[src/verilog/hpp_pkg.sv]
// package for the host parallel port: register map, select codes, states
// assumes a single 25 MHz cpu clock shared by every user of these constants
package hpp_pkg;
    localparam int HPP_DATA_W = 32;
    localparam int HPP_HALF_W = 16;
    localparam logic [31:0] HPP_CTRL_ADDR = 32'h0188_0000;
    localparam logic [31:0] HPP_WADDR_ADDR = 32'h0188_0004;
    localparam logic [31:0] HPP_RADDR_ADDR = 32'h0188_0008;
    localparam logic [31:0] HPP_TRCTL_ADDR = 32'h018a_0000;
    localparam logic [31:0] HPP_CTRL_RST = 32'h0000_0000;
    localparam logic [31:0] HPP_ADDR_RST = 32'h0000_0000;
    localparam logic [31:0] HPP_TRCTL_RST = 32'h0000_0000;
    localparam logic [31:0] HPP_ADDR_STEP = 32'h0000_0004;
    // register select encoding
    localparam logic [1:0] HPP_SEL_CTRL = 2'h0;
    localparam logic [1:0] HPP_SEL_ADDR = 2'h1;
    localparam logic [1:0] HPP_SEL_DATA_INC = 2'h2;
    localparam logic [1:0] HPP_SEL_DATA = 2'h3;
    // pin uses
    localparam logic [1:0] HPP_PIN_PCI = 2'h0;
    localparam logic [1:0] HPP_PIN_WIDE = 2'h1;
    localparam logic [1:0] HPP_PIN_NARROW = 2'h2;

    typedef enum logic [2:0] {
        HPP_IDLE = 3'h0,
        HPP_DECODE = 3'h1,
        HPP_FETCH = 3'h3,
        HPP_WAIT_RISE = 3'h2,
        HPP_PUSH = 3'h6
    } hpp_state_t;

    // one request toward the dma address hardware
    typedef struct packed {
        logic write;
        logic [31:0] addr;
        logic [31:0] data;
    } hpp_req_t;

    // processor-side register access
    typedef struct packed {
        logic sel;
        logic write;
        logic [31:0] addr;
        logic [31:0] wdata;
    } hpp_cpu_req_t;
endpackage

[src/verilog/hpp_host_port.sv]
// host parallel port: host pins, processor register port, dma request path
// assumes host pins are synchronous to sys_clk_i and the dma side answers reads
// with rd_valid_i some cycles after a taken read request
//
// Behaviour
// - host reaches memory through dma address hardware
// - strobe low when selected and strobes differ
// - data read fetches at strobe fall, ready waits
// - write buffer full holds ready high on wide-mode data writes
// - narrow mode: two halves, second from word
// - data bus driven only during read strobe
// - host address write updates both copies
// - data host only; transfer control cpu only; others both sides
// - pins serve pci, wide or narrow+mac
`timescale 1ns/10ps
module hpp_host_port #(
    parameter int BUF_DEPTH = 2
) (
    input wire logic sys_clk_i,
    input wire logic reset_i,
    input wire logic [1:0] pin_use_i,
    input wire logic chip_select_n_i,
    input wire logic data_strobe_a_i,
    input wire logic data_strobe_b_i,
    input wire logic read_write_select_i,
    input wire logic [1:0] register_select_i,
    input wire logic half_word_select_i,
    input wire logic address_strobe_n_i,
    input wire logic [31:0] host_data_bus_i,
    output logic [31:0] host_data_bus_o,
    output logic host_data_bus_oe_n_o,
    output logic ready_n_o,
    input wire hpp_pkg::hpp_cpu_req_t cpu_req_i,
    output logic [31:0] cpu_rdata_o,
    output hpp_pkg::hpp_req_t dma_req_o,
    output logic dma_req_valid_o,
    input wire logic dma_req_ready_i,
    input wire logic [31:0] dma_rd_data_i,
    input wire logic dma_rd_valid_i,
    output logic port_enable_o,
    output logic narrow_mode_o,
    output logic mac_pins_o
);
    import hpp_pkg::*;

    initial begin
        if (BUF_DEPTH != 2) begin
            $error("buffer depth must be 2");
        end
    end

    hpp_state_t state_reg, state_next;
    logic [31:0] ctrl_reg, waddr_reg, raddr_reg, trctl_reg, data_reg;
    logic [31:0] rdout_reg, half_reg;
    logic [1:0] sel_reg;
    logic rw_reg, hw_reg, strobe_d_reg, first_half_reg;
    logic [1:0] as_sel_reg;
    logic as_rw_reg, as_hw_reg, as_d_reg, as_pend_reg, fetch_out_reg;
    // host data caught while the strobe is low; the host may change it as it releases
    logic [31:0] hd_hold_reg;

    // pin use decides whether the port is alive and how wide it is
    assign port_enable_o = (pin_use_i == HPP_PIN_WIDE) || (pin_use_i == HPP_PIN_NARROW);
    assign narrow_mode_o = (pin_use_i == HPP_PIN_NARROW);
    assign mac_pins_o = narrow_mode_o;

    wire strobe_n = ~(~(data_strobe_a_i ^ data_strobe_b_i)) & ~chip_select_n_i ? 1'b0 : 1'b1;
    wire strobe_act = ~strobe_n & port_enable_o;
    wire strobe_fall = strobe_act & ~strobe_d_reg;
    wire strobe_rise = ~strobe_act & strobe_d_reg;

    // latched selects from the address strobe win when it was pulsed
    wire as_fall = ~address_strobe_n_i & as_d_reg;
    wire [1:0] sel_now = as_pend_reg ? as_sel_reg : register_select_i;
    wire rw_now = as_pend_reg ? as_rw_reg : read_write_select_i;
    wire hw_now = as_pend_reg ? as_hw_reg : half_word_select_i;

    wire is_data = (sel_reg == HPP_SEL_DATA) || (sel_reg == HPP_SEL_DATA_INC);
    wire is_inc = (sel_reg == HPP_SEL_DATA_INC);
    // narrow mode: half_word_select low means first half
    wire second_half = narrow_mode_o & hw_reg;

    // two-entry write buffer toward the dma side
    hpp_req_t buf_mem [BUF_DEPTH];
    logic wr_ptr_reg, rd_ptr_reg;
    logic [1:0] count_reg;
    wire buf_full = (count_reg == 2'(BUF_DEPTH));
    wire buf_empty = (count_reg == 2'h0);
    wire push_wr = (state_reg == HPP_PUSH) & ~buf_full;
    wire fetch_go = (state_reg == HPP_FETCH) & buf_empty & ~fetch_out_reg;
    wire pop = dma_req_ready_i & dma_req_valid_o;
    hpp_req_t push_req;
    hpp_req_t fetch_req;
    hpp_req_t narrow_req;

    always_comb begin
        push_req.write = 1'b1;
        push_req.addr = waddr_reg;
        push_req.data = narrow_mode_o ? {host_data_bus_i[15:0], half_reg[15:0]} : host_data_bus_i;
        fetch_req.write = 1'b0;
        fetch_req.addr = raddr_reg;
        fetch_req.data = 32'h0000_0000;
        narrow_req.write = 1'b1;
        narrow_req.addr = waddr_reg;
        narrow_req.data = {hd_hold_reg[15:0], half_reg[15:0]};
    end

    // reads are issued only with the write buffer drained, keeping order
    assign dma_req_valid_o = ~buf_empty | fetch_go;
    assign dma_req_o = buf_empty ? fetch_req : buf_mem[rd_ptr_reg];

    // sequencer
    always_comb begin
        state_next = state_reg;
        case (state_reg)
            HPP_IDLE: begin
                if (strobe_fall) begin
                    state_next = HPP_DECODE;
                end
            end
            HPP_DECODE: begin
                if (!is_data || second_half) begin
                    state_next = HPP_WAIT_RISE;
                end else if (rw_reg) begin
                    state_next = HPP_FETCH;
                end else if (narrow_mode_o) begin
                    state_next = HPP_WAIT_RISE;
                end else begin
                    state_next = HPP_PUSH;
                end
            end
            HPP_FETCH: begin
                if (dma_rd_valid_i && fetch_out_reg) begin
                    state_next = HPP_WAIT_RISE;
                end
            end
            HPP_PUSH: begin
                if (!buf_full) begin
                    state_next = HPP_WAIT_RISE;
                end
            end
            HPP_WAIT_RISE: begin
                if (!strobe_act) begin
                    state_next = HPP_IDLE;
                end
            end
            default: state_next = HPP_IDLE;
        endcase
    end

    // ready low in idle and after the access is served
    assign ready_n_o = ~((state_reg == HPP_IDLE) || (state_reg == HPP_WAIT_RISE));

    assign host_data_bus_oe_n_o = ~(strobe_act & rw_reg & (state_reg != HPP_IDLE));
    assign host_data_bus_o = rdout_reg;

    // host register writes land as the strobe rises, from the data held while it was low
    wire host_wr_rise = strobe_rise & ~rw_reg & (state_reg == HPP_WAIT_RISE);
    wire [31:0] host_word = narrow_mode_o ?
        {hd_hold_reg[15:0], half_reg[15:0]} : hd_hold_reg;
    wire host_word_done = ~narrow_mode_o | hw_reg;
    wire cpu_wr = cpu_req_i.sel & cpu_req_i.write;
    wire data_step = is_data & is_inc & (state_reg == HPP_WAIT_RISE) & strobe_rise
        & (~narrow_mode_o | hw_reg);

    always_ff @(posedge sys_clk_i) begin
        if (reset_i) begin
            state_reg <= HPP_IDLE;
            strobe_d_reg <= 1'b0;
            sel_reg <= HPP_SEL_CTRL;
            rw_reg <= 1'b0;
            hw_reg <= 1'b0;
            as_d_reg <= 1'b1;
            as_pend_reg <= 1'b0;
            as_sel_reg <= HPP_SEL_CTRL;
            as_rw_reg <= 1'b0;
            as_hw_reg <= 1'b0;
            fetch_out_reg <= 1'b0;
            hd_hold_reg <= 32'h0000_0000;
        end else begin
            state_reg <= state_next;
            if (strobe_act) begin
                hd_hold_reg <= host_data_bus_i;
            end
            strobe_d_reg <= strobe_act;
            as_d_reg <= address_strobe_n_i;
            if (as_fall) begin
                as_pend_reg <= 1'b1;
                as_sel_reg <= register_select_i;
                as_rw_reg <= read_write_select_i;
                as_hw_reg <= half_word_select_i;
            end else if (strobe_rise) begin
                as_pend_reg <= 1'b0;
            end
            if (strobe_fall) begin
                sel_reg <= sel_now;
                rw_reg <= rw_now;
                hw_reg <= hw_now;
            end
            if (fetch_go && dma_req_ready_i) begin
                fetch_out_reg <= 1'b1;
            end else if (dma_rd_valid_i) begin
                fetch_out_reg <= 1'b0;
            end
        end
    end

    // registers; a host address write fills both copies
    always_ff @(posedge sys_clk_i) begin
        if (reset_i) begin
            ctrl_reg <= HPP_CTRL_RST;
            waddr_reg <= HPP_ADDR_RST;
            raddr_reg <= HPP_ADDR_RST;
            trctl_reg <= HPP_TRCTL_RST;
            data_reg <= 32'h0000_0000;
            half_reg <= 32'h0000_0000;
        end else begin
            if (host_wr_rise && narrow_mode_o && !hw_reg) begin
                half_reg <= {16'h0000, hd_hold_reg[15:0]};
            end
            if (host_wr_rise && host_word_done && sel_reg == HPP_SEL_ADDR) begin
                waddr_reg <= host_word;
                raddr_reg <= host_word;
            end else begin
                if (cpu_wr && cpu_req_i.addr == HPP_WADDR_ADDR) begin
                    waddr_reg <= cpu_req_i.wdata;
                end else if (push_wr && is_inc) begin
                    waddr_reg <= waddr_reg + HPP_ADDR_STEP;
                end
                if (cpu_wr && cpu_req_i.addr == HPP_RADDR_ADDR) begin
                    raddr_reg <= cpu_req_i.wdata;
                end else if (data_step && rw_reg) begin
                    raddr_reg <= raddr_reg + HPP_ADDR_STEP;
                end
            end
            if (host_wr_rise && host_word_done && sel_reg == HPP_SEL_CTRL) begin
                ctrl_reg <= host_word;
            end else if (cpu_wr && cpu_req_i.addr == HPP_CTRL_ADDR) begin
                ctrl_reg <= cpu_req_i.wdata;
            end
            if (cpu_wr && cpu_req_i.addr == HPP_TRCTL_ADDR) begin
                trctl_reg <= cpu_req_i.wdata;
            end
            if (dma_rd_valid_i && fetch_out_reg) begin
                data_reg <= dma_rd_data_i;
            end
        end
    end

    // narrow-mode writes to data are pushed after the second half arrives
    logic push_narrow_reg;
    wire push_any = push_wr | (push_narrow_reg & ~buf_full);
    always_ff @(posedge sys_clk_i) begin
        if (reset_i) begin
            wr_ptr_reg <= 1'b0;
            rd_ptr_reg <= 1'b0;
            count_reg <= 2'h0;
            push_narrow_reg <= 1'b0;
        end else begin
            if (host_wr_rise && is_data && narrow_mode_o && hw_reg) begin
                push_narrow_reg <= 1'b1;
            end else if (push_narrow_reg && !buf_full) begin
                push_narrow_reg <= 1'b0;
            end
            if (push_any) begin
                // a narrow push delayed by a full buffer relies on no new strobe meanwhile
                buf_mem[wr_ptr_reg] <= push_wr ? push_req : narrow_req;
                wr_ptr_reg <= ~wr_ptr_reg;
            end
            if (pop && !buf_empty) begin
                rd_ptr_reg <= ~rd_ptr_reg;
            end
            count_reg <= count_reg + 2'(push_any) - 2'(pop & ~buf_empty);
        end
    end

    // read data mux; the second half comes from the word already held
    wire [31:0] sel_word = (sel_reg == HPP_SEL_CTRL) ? ctrl_reg :
        (sel_reg == HPP_SEL_ADDR) ? raddr_reg :
        ((dma_rd_valid_i && fetch_out_reg) ? dma_rd_data_i : data_reg);
    always_ff @(posedge sys_clk_i) begin
        if (reset_i) begin
            rdout_reg <= 32'h0000_0000;
        end else if (state_reg == HPP_DECODE || state_reg == HPP_FETCH) begin
            rdout_reg <= (narrow_mode_o && hw_reg) ? {16'h0000, sel_word[31:16]} :
                (narrow_mode_o ? {16'h0000, sel_word[15:0]} : sel_word);
        end
    end

    wire [31:0] cpu_rd = (cpu_req_i.addr == HPP_CTRL_ADDR) ? ctrl_reg :
        (cpu_req_i.addr == HPP_WADDR_ADDR) ? waddr_reg :
        (cpu_req_i.addr == HPP_RADDR_ADDR) ? raddr_reg :
        (cpu_req_i.addr == HPP_TRCTL_ADDR) ? trctl_reg : 32'h0000_0000;
    always_ff @(posedge sys_clk_i) begin
        if (reset_i) begin
            cpu_rdata_o <= 32'h0000_0000;
        end else if (cpu_req_i.sel) begin
            cpu_rdata_o <= cpu_rd;
        end
    end

    AST_IDLE_READY: assert property (@(posedge sys_clk_i) disable iff (reset_i)
        state_reg == HPP_IDLE |-> !ready_n_o) else $error("ready high in idle");
    AST_READ_WAIT: assert property (@(posedge sys_clk_i) disable iff (reset_i)
        state_reg == HPP_FETCH |-> ready_n_o) else $error("ready low during fetch");
    AST_FULL_STALL: assert property (@(posedge sys_clk_i) disable iff (reset_i)
        state_reg == HPP_PUSH && buf_full |-> ready_n_o) else $error("ready low on full");
    AST_BUS_IDLE: assert property (@(posedge sys_clk_i) disable iff (reset_i)
        !strobe_act |-> host_data_bus_oe_n_o) else $error("bus driven without strobe");
    AST_ADDR_BOTH: assert property (@(posedge sys_clk_i) disable iff (reset_i)
        host_wr_rise && host_word_done && sel_reg == HPP_SEL_ADDR
        |=> waddr_reg == raddr_reg) else $error("address copies differ");
    AST_FETCH_ONCE: assert property (@(posedge sys_clk_i) disable iff (reset_i)
        state_reg == HPP_DECODE && second_half |=> state_reg != HPP_FETCH)
        else $error("second half refetched");
    AST_STROBE: assert property (@(posedge sys_clk_i) disable iff (reset_i)
        (chip_select_n_i || data_strobe_a_i == data_strobe_b_i) |-> !strobe_act)
        else $error("strobe active wrongly");
    AST_BUF_BOUND: assert property (@(posedge sys_clk_i) disable iff (reset_i)
        count_reg <= 2'(BUF_DEPTH)) else $error("buffer overflow");
    AST_DATA_LOAD: assert property (@(posedge sys_clk_i) disable iff (reset_i)
        dma_rd_valid_i && fetch_out_reg |=> data_reg == $past(dma_rd_data_i))
        else $error("fetched word not held");
    AST_ENABLE: assert property (@(posedge sys_clk_i) disable iff (reset_i)
        pin_use_i == HPP_PIN_PCI |-> !strobe_act) else $error("port live in pci use");

    COV_READ: cover property (@(posedge sys_clk_i) disable iff (reset_i)
        state_reg == HPP_FETCH ##[1:20] state_reg == HPP_WAIT_RISE);
    COV_FULL: cover property (@(posedge sys_clk_i) disable iff (reset_i) buf_full);
    COV_NARROW: cover property (@(posedge sys_clk_i) disable iff (reset_i)
        narrow_mode_o && push_narrow_reg);
    COV_AS: cover property (@(posedge sys_clk_i) disable iff (reset_i) as_fall);
endmodule

[config.mk]
export PLATFORM = sky130hd
export DESIGN_NAME = hpp_host_port
export DESIGN_NICKNAME = d
export VERILOG_FILES = /design/src/verilog/hpp_pkg.sv /design/src/verilog/hpp_host_port.sv
export SDC_FILE = /design/constraint.sdc
export NUM_CORES = 1
export LEC_CHECK = 0
export CAP_MARGIN = 10
export CORE_ASPECT_RATIO = 1.1
export CORE_MARGIN = 3
export CORE_UTILIZATION = 40
export CTS_BUF_LIST = sky130_fd_sc_hd__clkbuf_4 sky130_fd_sc_hd__clkbuf_8 sky130_fd_sc_hd__clkbuf_16
export DETAILED_ROUTE_END_ITERATION = 10
export DONT_BUFFER_PORTS = 1
export REMOVE_ABC_BUFFERS = 1
export SYNTH_ARGS = -nofsm -noshare
export SYNTH_HDL_FRONTEND = slang
export SYNTH_SLANG_ARGS = --single-unit
[constraint.sdc]
create_clock -name sys_clk_i -period 19.55 [get_ports sys_clk_i]
set_input_delay 2.9325 -clock sys_clk_i [delete_from_list [all_inputs] [get_ports sys_clk_i]]
set_output_delay 2.9325 -clock sys_clk_i [all_outputs]
set_load 0.03 [all_outputs]
==> impl_results.md, run 1 <==
* Mapped Avg Cell Area at 9.05 µm²
* Number of detailed-route iterations in the first pass at 6
* Die width at 221 µm
* Fmax at between 100 and 150 MHz
* Final min period at 7.09 ns
* Slew headroom at 0.210
* Port Buf Inserts at 0
* ANT cells at 0
* Max Slew Vio Count at 0
* Max IR drop VDD at 0.0617 mV
* Clock Latency Late Sink at about 0.6 ns
* Cts hold-fix bufs at 0
* Setup_tns at 0 ns
* Final Setup Violations at 0
* Setup bufs post-CTS at 0
* Initial Utilization at 0.410
* Worst slack, placed at ~12 ns
* Clock skew at 0.0247 ns
* Clock transition at path regs at 0.06 ns
* Core area at around 0.05 mm²
* Sequential share of the synthesized area at 0.478
* Hold Slack at 0.454 ns
* Hold crit path type: reg -> reg
* Die ar. at around 0.053 mm²
* Tot GR Track Use at 0.260
* Most frequent cell after synthesis: nor2_1
* Critical Path RT at 16.62 ns
* H-tree depth at 2
* Routed vias at ~17000
* Yosys Warn Count at 0
* Ports at 279
* Leakage at slightly below 8 nW
* DP HPWL at 46700 µm
* # rows at 85
* R2R Setup Slk at between 15 and 20 ns
* DR WL met2 at 32900 µm
* Largest reg by FF count: buf_mem
* Hold Crit Start: hd_hold_reg[23]$_SDFFE_PP0P_
* Synth Instances at ~2200
* Status: finished, final reports clean
* Crit path max fanout at 34
* Highest routed layer: met5
* GP Congestion at around 0.89
* Vias in the first global route at 16590
* Setup crit start: pin_use_i[0]
* Worst Tran Pin Value at ~1.2 ns
* Critical path type: in -> out
* Layout cells sized above 1 at 0.0890
* Startpoint Class: input pin
* Max FFs per register at 128
* Synth top area cells: dfxtp_1, edfxtp_1, mux2i_1
* Final WS setup at 12.46 ns
* Maxcap violations at 0
* Crit path DAT at 4.15 ns
* Post-synth top flop: dfxtp_1
* Final #Nets at 2302
* Die H at 242 µm
* Number of synthesized flops with an enable pin at between 100 and 150
* CTS tree: yes
* DRT antenna net count at 0
* Synth top area share at 0.289
* FF+latch count, synth at 421
* Total grt overflow at 0
* Drc violations at 0
* Top cells by count, synth: nor2_1, dfxtp_1, a21oi_1, nand2_1, mux2i_1
* Hold Crit Endpoint: hd_hold_reg[23]$_SDFFE_PP0P_
* Iter 0 DRT Violations at approximately 1600
* Post-CTS Resized at 0
* FF-to-FF Start: sel_reg[0]$_SDFFE_PP0P_
* P&R area growth vs syn at 10.0%
* First-pass GRT wire length at ~110000 µm
* Cell taking the most area after synthesis: dfxtp_1
* Pin count of the biggest net entering global routing at 297
* Clock Path Buffers at 3
* Final WL at 71200 µm
* Period utilisation layout at 0.362
* Hold path depth at 2
* Asr flop ratio synth at 0
* Total CTS buffers at 46
* RSZ-0062 raised after global routing: false
* Synth Cell Area at 0.0203 mm²
* Root buf cell: clkbuf_16
* CP Capture Type: output pin
* Met3 WL at a little under 6000 µm
* Antenna violations before repair at 1
* Final count of hold timing violations at 0
* Reg-to-Reg End: waddr_reg[13]$_SDFFE_PP0P_
* Pwr dens at 95.9 mW/mm²
* Post-synth cell types at 63
* Sink Count at 421
* FF-to-FF path depth at 7
* Vias per Instance at 6.00
* Routed len/inst at between 20 and 30 µm
* Routed metal-1 wirelength at 28200 µm
## cell usage in the layout, fill, tap and decap left out, types with 18 or more instances in the layout
master and count:
clkbuf_16 46, nor3_1 42, nor2_1 290, nand4_1 20, mux2_2 28, edfxtp_1 128, nor2b_1 49, dfxtp_1 290
a21oi_1 252, nand3_1 34, mux2i_1 179, a2bb2oi_1 27, buf_4 57, o31ai_1 18, nand2_1 238, o21ai_0 67
xnor2_1 21, a211oi_1 143, xor2_1 20
## cell families (layout without fill, tap and decap cells)
| logic type | after synthesis | after routing | share of synthesized area |
|---|---|---|---|
| compound gates | 583 | 583 | 0.181 |
| simple gates | 784 | 784 | 0.176 |
| buf+inv | 203 | 150 | 0.0401 |
| mux | 207 | 207 | 0.104 |
| xor+xnor | 41 | 41 | 0.0177 |
| fa+ha+maj | 5 | 5 | 0.00308 |
| flops | 421 | 421 | 0.478 |
## metrics by stage
step | area [µm²] | util | cells | total power, mW
6_report | 22300 | 0.451 | 2843 | 2.14
5_1_grt | 22300 | 0.451 | 2843 | 2.22
4_1_cts | 22300 | 0.451 | 2843 | 2.16
3_5_place_dp | 20900 | 0.421 | 2757 | 1.31
3_3_place_gp | 20900 | 0.421 | 2757 | 1.30
2_1_floorplan | 19500 | - | 2048 | 1.20
## critical path, stage by stage
cell	delay [ns]
inv_1	0.07
ha_4	0.22
nor3_2	0.14
buf_4	0.39
o211ai_1	0.40
## metal layers
metal,GRT usage,vias up
met5,0,-
met4,0.143,2
met3,0.0666,160
met2,0.413,698
met1,0.321,8283
li1,-,7913
## power by group
part | leakage, nW | switching, mW | internal [mW]
Combinational | 3.53 | 0.248 | 0.0887
Clock | 0.740 | 0.372 | 0.487
Sequential | 3.54 | 0.0373 | 0.909
Total | 7.81 | 0.657 | 1.48
## worst max-delay path by stage
stage                           endpoint  cells past startpoint
floorplan           host_data_bus_oe_n_o                      4
global placement    host_data_bus_oe_n_o                      5
detailed placement  host_data_bus_oe_n_o                      5
CTS                 host_data_bus_oe_n_o                      5
global route        host_data_bus_oe_n_o                      5
finish              host_data_bus_oe_n_o                      5
## cell type report
cell class              count  area (µm²)
fillers                  4744       27200
multi-input cells        1620        9880
flip-flops and latches    421        9720
clock buffers              58        1270
well taps                 652         816
repair buffers             57         428
clock inverters            28         208
inverters                   7        26.3
Power figures use the tool's default switching activity.
==> run 2, diff against run 1 <==
Clock period 19.55 ns to 7 ns, I/O delays scaled along.
==> run 2 against run 1 <==
Power grew to 2.9 times the previous value; final area grew 0.58%; global-route usage grew 0.18 points; sequential power grew to 2.8 times the previous value; via count grew 0.36%; critical endpoint is now cpu_rdata_o[19]$_SDFFE_PP0P_; hold slack lost 0.0034 ns; final cell count is essentially flat; wire length grew 1.0%; sequential share of layout area shrank 0.26 points.
==> impl_results.md, run 2 (synthesis results as in run 1) <==
* Hold Slack at 0.450 ns
* Most frequent cells in the layout: dfxtp_1, nor2_1, a21oi_1, nand2_1, mux2i_1
* Total CTS buffers at 46
* CP Capture Type: register
* Layout Utilization at 0.453
* Clock share of power at 0.414
* Root buf cell: clkbuf_16
* Switching pwr at 1.81 mW
* Pwr dens at 272 mW/mm²
* GP Congestion at 0.884
* Max FFs per register at 128
* Startpoint Class: input pin
* Max Slew Vio Count at 0
* DRT antenna net count at 0
* Final Setup Violations at 0
* DP HPWL at roughly 48000 µm
* Routed len/inst at about 25 µm
* Fmax at 240 MHz
* Post-CTS Resized at 0
* Status: finished, final reports clean
* Port Buf Inserts at 0
* Vias per Instance at 6.02
* Filler Cell Count at roughly 4800
* Clock skew at around 0.014 ns
* Critical path type: in -> reg
* Drc violations at 0
* H-tree depth at 2
* Clock transition at path regs at 0.06 ns
* Setup bufs post-CTS at 0
* Crit path DAT at ~4.6 ns
* Vias in the first global route at 16415
* Number of detailed-route iterations in the first pass at 6
* Leakage at just under 8 nW
* Antenna violations before repair at 1
* Die H at between 200 and 250 µm
* Clock Latency Late Sink at roughly 0.58 ns
* Most common cell after layout, fill and taps aside: dfxtp_1
* Hold crit path type: reg -> reg
* Combinational power share at 0.153
* Final count of hold timing violations at 0
* CTS tree: yes
* Maxcap violations at 0
* Largest reg by FF count: buf_mem
* RSZ-0062 raised after global routing: false
* # rows at 85
* Crit path max fanout at 32
* First-pass GRT wire length at 106000 µm
* Internal power at 4.31 mW
* Ports at 279
* Core area at 0.0496 mm²
* Flop pwr share at 0.434
* Total grt overflow at 0
* Initial Utilization at 0.410
* Sw Ratio at 0.295
* Layout cells sized above 1 at 0.0944
* Clock Path Buffers at 3
* Pin count of the biggest net entering global routing at 297
* Slew headroom at 0.194
* Sink Count at 421
* Iter 0 DRT Violations at 1809
* Final WL at 71900 µm
* P&R area growth vs syn at 10.7%
* Final #Nets at 2305
* Die ar. at approximately 0.053 mm²
* Die width at 221 µm
* ANT cells at 0
* Cts hold-fix bufs at 0
* Routed vias at 17118
* Tot GR Track Use at 0.262
* Setup_tns at 0 ns
* Worst Tran Pin Value at 1.21 ns
* Period utilisation layout at 0.595
* Final min period at around 4.2 ns
* Max IR drop VDD at 0.160 mV
* Critical Path RT at around 7.4 ns
run 2: cell types whose count changed in the layout (fill, tap and decap cells not counted), sizes merged:
cell and delta:
clkbuf +19, clkinv -17, buf +3, inv -2
clkinvlp -1
run 2: path summary, 6_finish.rpt:
| path | from | endpoint | slack, ns | depth (start not counted) |
|---|---|---|---|---|
| hold reg to reg | trctl_reg[31]$_SDFFE_PP0P_ | trctl_reg[31]$_SDFFE_PP0P_ | 0.45 | 2 |
| setup / recovery | cpu_req_i[58] | cpu_rdata_o[19]$_SDFFE_PP0P_ | 2.84 | 8 |
| hold / removal | trctl_reg[31]$_SDFFE_PP0P_ | trctl_reg[31]$_SDFFE_PP0P_ | 0.45 | 2 |
| setup reg to reg | sel_reg[1]$_SDFFE_PP0P_ | raddr_reg[16]$_SDFFE_PP0P_ | 3.89 | 7 |
run 2: power groups by stage:
| stage | logic [mW] | clock network [mW] | registers [mW] |
|---|---|---|---|
| floorplan | 0.663 | 0 | 2.70 |
| CTS | 0.954 | 2.58 | 2.65 |
| finish | 0.934 | 2.53 | 2.65 |
| global placement | 0.943 | 0 | 2.70 |
| global route | 1.00 | 2.68 | 2.66 |
| detailed placement | 0.952 | 0 | 2.71 |
run 2: per-layer routing:
metal	global-route usage	part of all wire	vias to the layer above
li1	-	-	7936
met1	0.333	0.40	8330
met2	0.419	0.47	713
met3	0.0642	0.085	139
met4	0.118	0.049	0
met5	0	0	-
run 2: worst max-delay path, cell delays in order:
cell,delay (ns)
nor4_1,0.45
nor4b_1,0.42
nand3b_1,0.72
buf_4,0.52
or3_2,0.85
a21oi_1,0.27
a2bb2oi_1,0.19
a211oi_1,0.09
run 2: stage by stage:
stage / power (mW) / instance area [µm²] / instances / setup slack (ns)
2_1_floorplan: 3.36 / 19500 / 2048 / 0.472
3_3_place_gp: 3.65 / 20900 / 2759 / 2.48
3_5_place_dp: 3.66 / 20900 / 2760 / 2.38
4_1_cts: 6.19 / 22500 / 2845 / 2.89
5_1_grt: 6.34 / 22500 / 2845 / 2.66
6_report: 6.12 / 22500 / 2845 / 2.84
run 2: layout make-up:
type | count | area [µm²] | area share
inverter | 7 | 26.3 | 0.00117
clock buffer | 77 | 1490 | 0.0662
sequential | 421 | 9720 | 0.432
multi-input combinational | 1620 | 9880 | 0.440
timing repair buffer | 60 | 454 | 0.0202
clock inverter | 8 | 93.8 | 0.00418
tap | 652 | 816 | 0.0363
==> run 3, diff against run 2 <==
Clock period 7 ns to 3.3 ns, I/O delays scaled along.
==> run 3 against run 2 <==
Utilization is 1.0 points higher; count of clock-buffer cells in the layout is 4 lower; die area stayed put; first-iteration DRC count down 12%; clock skew increased by 0.0025 ns.
==> impl_results.md, run 3 (synthesis results as in run 1) <==
* Port Buf Inserts at 0
* Die H at 242 µm
* RSZ-0062 raised after global routing: false
* Pwr dens at 567 mW/mm²
* CTS tree: yes
* Vias per Instance at between 5 and 6
* Total CTS buffers at 46
* Drc violations at 0
* Startpoint Class: register
* Sequential Area at 0.00972 mm²
* Final count of hold timing violations at 0
* Final Setup Violations at 0
* Die width at 221 µm
* Maxcap violations at 0
* Tot GR Track Use at 0.262
* Status: finished, final reports clean
* Leakage at 8.17 nW
* End of the critical path: dma_req_o[56]
* Post-layout power at between 10 and 15 mW
* Antenna violations before repair at 1
* Vias in the first global route at 16754
* Final #Nets at 2362
* Slew headroom at 0.309
* CP Capture Type: output pin
* Ports at 279
* H-tree depth at 2
* Multi-input logic area at 0.00986 mm²
* Filler Cell Count at 4800
* Sink Count at 421
* Clock transition at path regs at 0.06 ns
* Largest reg by FF count: buf_mem
* Critical path type: reg -> out
* DRT antenna net count at 0
* First-pass GRT wire length at roughly 110000 µm
* Layout cells sized above 1 at 0.113
* Final min period at 2.68 ns
* DP HPWL at 49300 µm
* Most frequent cells in the layout: nor2_1, dfxtp_1, a21oi_1, nand2_1, mux2i_1
* Clock skew at ~0.016 ns
* Reg-to-Reg End: waddr_reg[28]$_SDFFE_PP0P_
* Layout Utilization at 0.464
* Root buf cell: clkbuf_16
* Max IR drop VDD at 0.325 mV
* FF-to-FF Start: state_reg[2]$_SDFFE_PP0P_
* GP Congestion at 0.916
* Critical Path RT at 2.80 ns
* R2R Setup Slk at roughly 0.7 ns
* Clock Path Buffers at 3
* Fmax at ~370 MHz
* Core area at 0.0496 mm²
* Routed vias at 17282
* CP cell instances: buf_12, mux2i_1, o21ai_0, buf_4
* Placed Area at 0.0214 mm²
* Worst Tran Pin Value at 1.04 ns
* Crit path max fanout at 21
* # rows at 85
* Routed len/inst at 24.9 µm
* CP max stage cell: dfxtp_4
* Final instance area at 0.0230 mm²
* Hold crit path type: in -> reg
* Crit path DAT at 2.18 ns
* Crit-path max cell delay at ~0.63 ns
* Worst slack, placed at ~0.30 ns
* Iter 0 DRT Violations at 1586
* Die ar. at 0.0535 mm²
* Setup bufs post-CTS at 0
* Pin count of the biggest net entering global routing at 289
* Max FFs per register at around 130
* Total grt overflow at 0
* Initial Utilization at 0.410
* Clock Latency Late Sink at 0.58 ns
* Final WL at 72300 µm
* P&R area growth vs syn at 13.2%
* Max Slew Vio Count at 0
* Number of detailed-route iterations in the first pass at 5
* FF-to-FF path depth at 8
* Final WS setup at 0.625 ns
* Period utilisation layout at 0.811
run 3: power breakdown:
group	total, mW	internal [mW]	switching (mW)
Clock	5.30	3.18	2.12
Combinational	2.16	0.633	1.53
Sequential	5.57	5.39	0.187
Total	13.0	9.20	3.83
run 3: layer usage:
| metal | global-route usage | vias to the layer above | wire length, µm |
|---|---|---|---|
| met1 | 0.330 | 8377 | 29000 |
| li1 | - | 8035 | - |
| met5 | 0 | - | 0 |
| met2 | 0.429 | 700 | 34000 |
| met4 | 0.124 | 0 | 3620 |
| met3 | 0.0554 | 170 | 5670 |
run 3: worst max-delay path, delay by kind of cell, from the launching register on:
family,cells,cell delay (ns)
compound gates,1,0.34
buf+inv,2,0.53
flops,1,0.63
mux,1,0.10
run 3: worst min path at each step:
stage                                           from                           end  slack, ns  depth (start not counted)
after floorplan            trctl_reg[0]$_SDFFE_PP0P_     trctl_reg[0]$_SDFFE_PP0P_       0.43                          2
after global placement    trctl_reg[22]$_SDFFE_PP0P_    trctl_reg[22]$_SDFFE_PP0P_       0.44                          2
after detailed placement  trctl_reg[20]$_SDFFE_PP0P_    trctl_reg[20]$_SDFFE_PP0P_       0.45                          2
after CTS                              cpu_req_i[65]  cpu_rdata_o[27]$_SDFFE_PP0P_      0.002                          1
after global routing                   cpu_req_i[65]   cpu_rdata_o[2]$_SDFFE_PP0P_       0.02                          1
final                                  cpu_req_i[65]   cpu_rdata_o[8]$_SDFFE_PP0P_       0.03                          1
run 3: what timing repair did:
action	in CTS	in global routing
endpoints found under the setup margin	0	0
gates resized for setup	0	0
hold buffers	3	0
hold endpoints to repair	16	0
run 3: area by class of cell:
class | count | share of cell area
timing repair buffer | 117 | 0.0434
antenna | 1 | 0.000109
multi-input combinational | 1620 | 0.429
sequential | 421 | 0.423
clock inverter | 13 | 0.00495
tap | 652 | 0.0355
clock buffer | 73 | 0.0633
inverter | 7 | 0.00114
run 3: stage by stage:
stage | setup TNS, ns | hold WS (ns) | cells
floorplan | -678.63 | 0.426 | 2048
global placement | 0 | 0.436 | 2814
detailed placement | 0 | 0.445 | 2814
CTS | 0 | 0.00222 | 2903
global route | 0 | 0.0208 | 2903
finish | 0 | 0.0333 | 2904
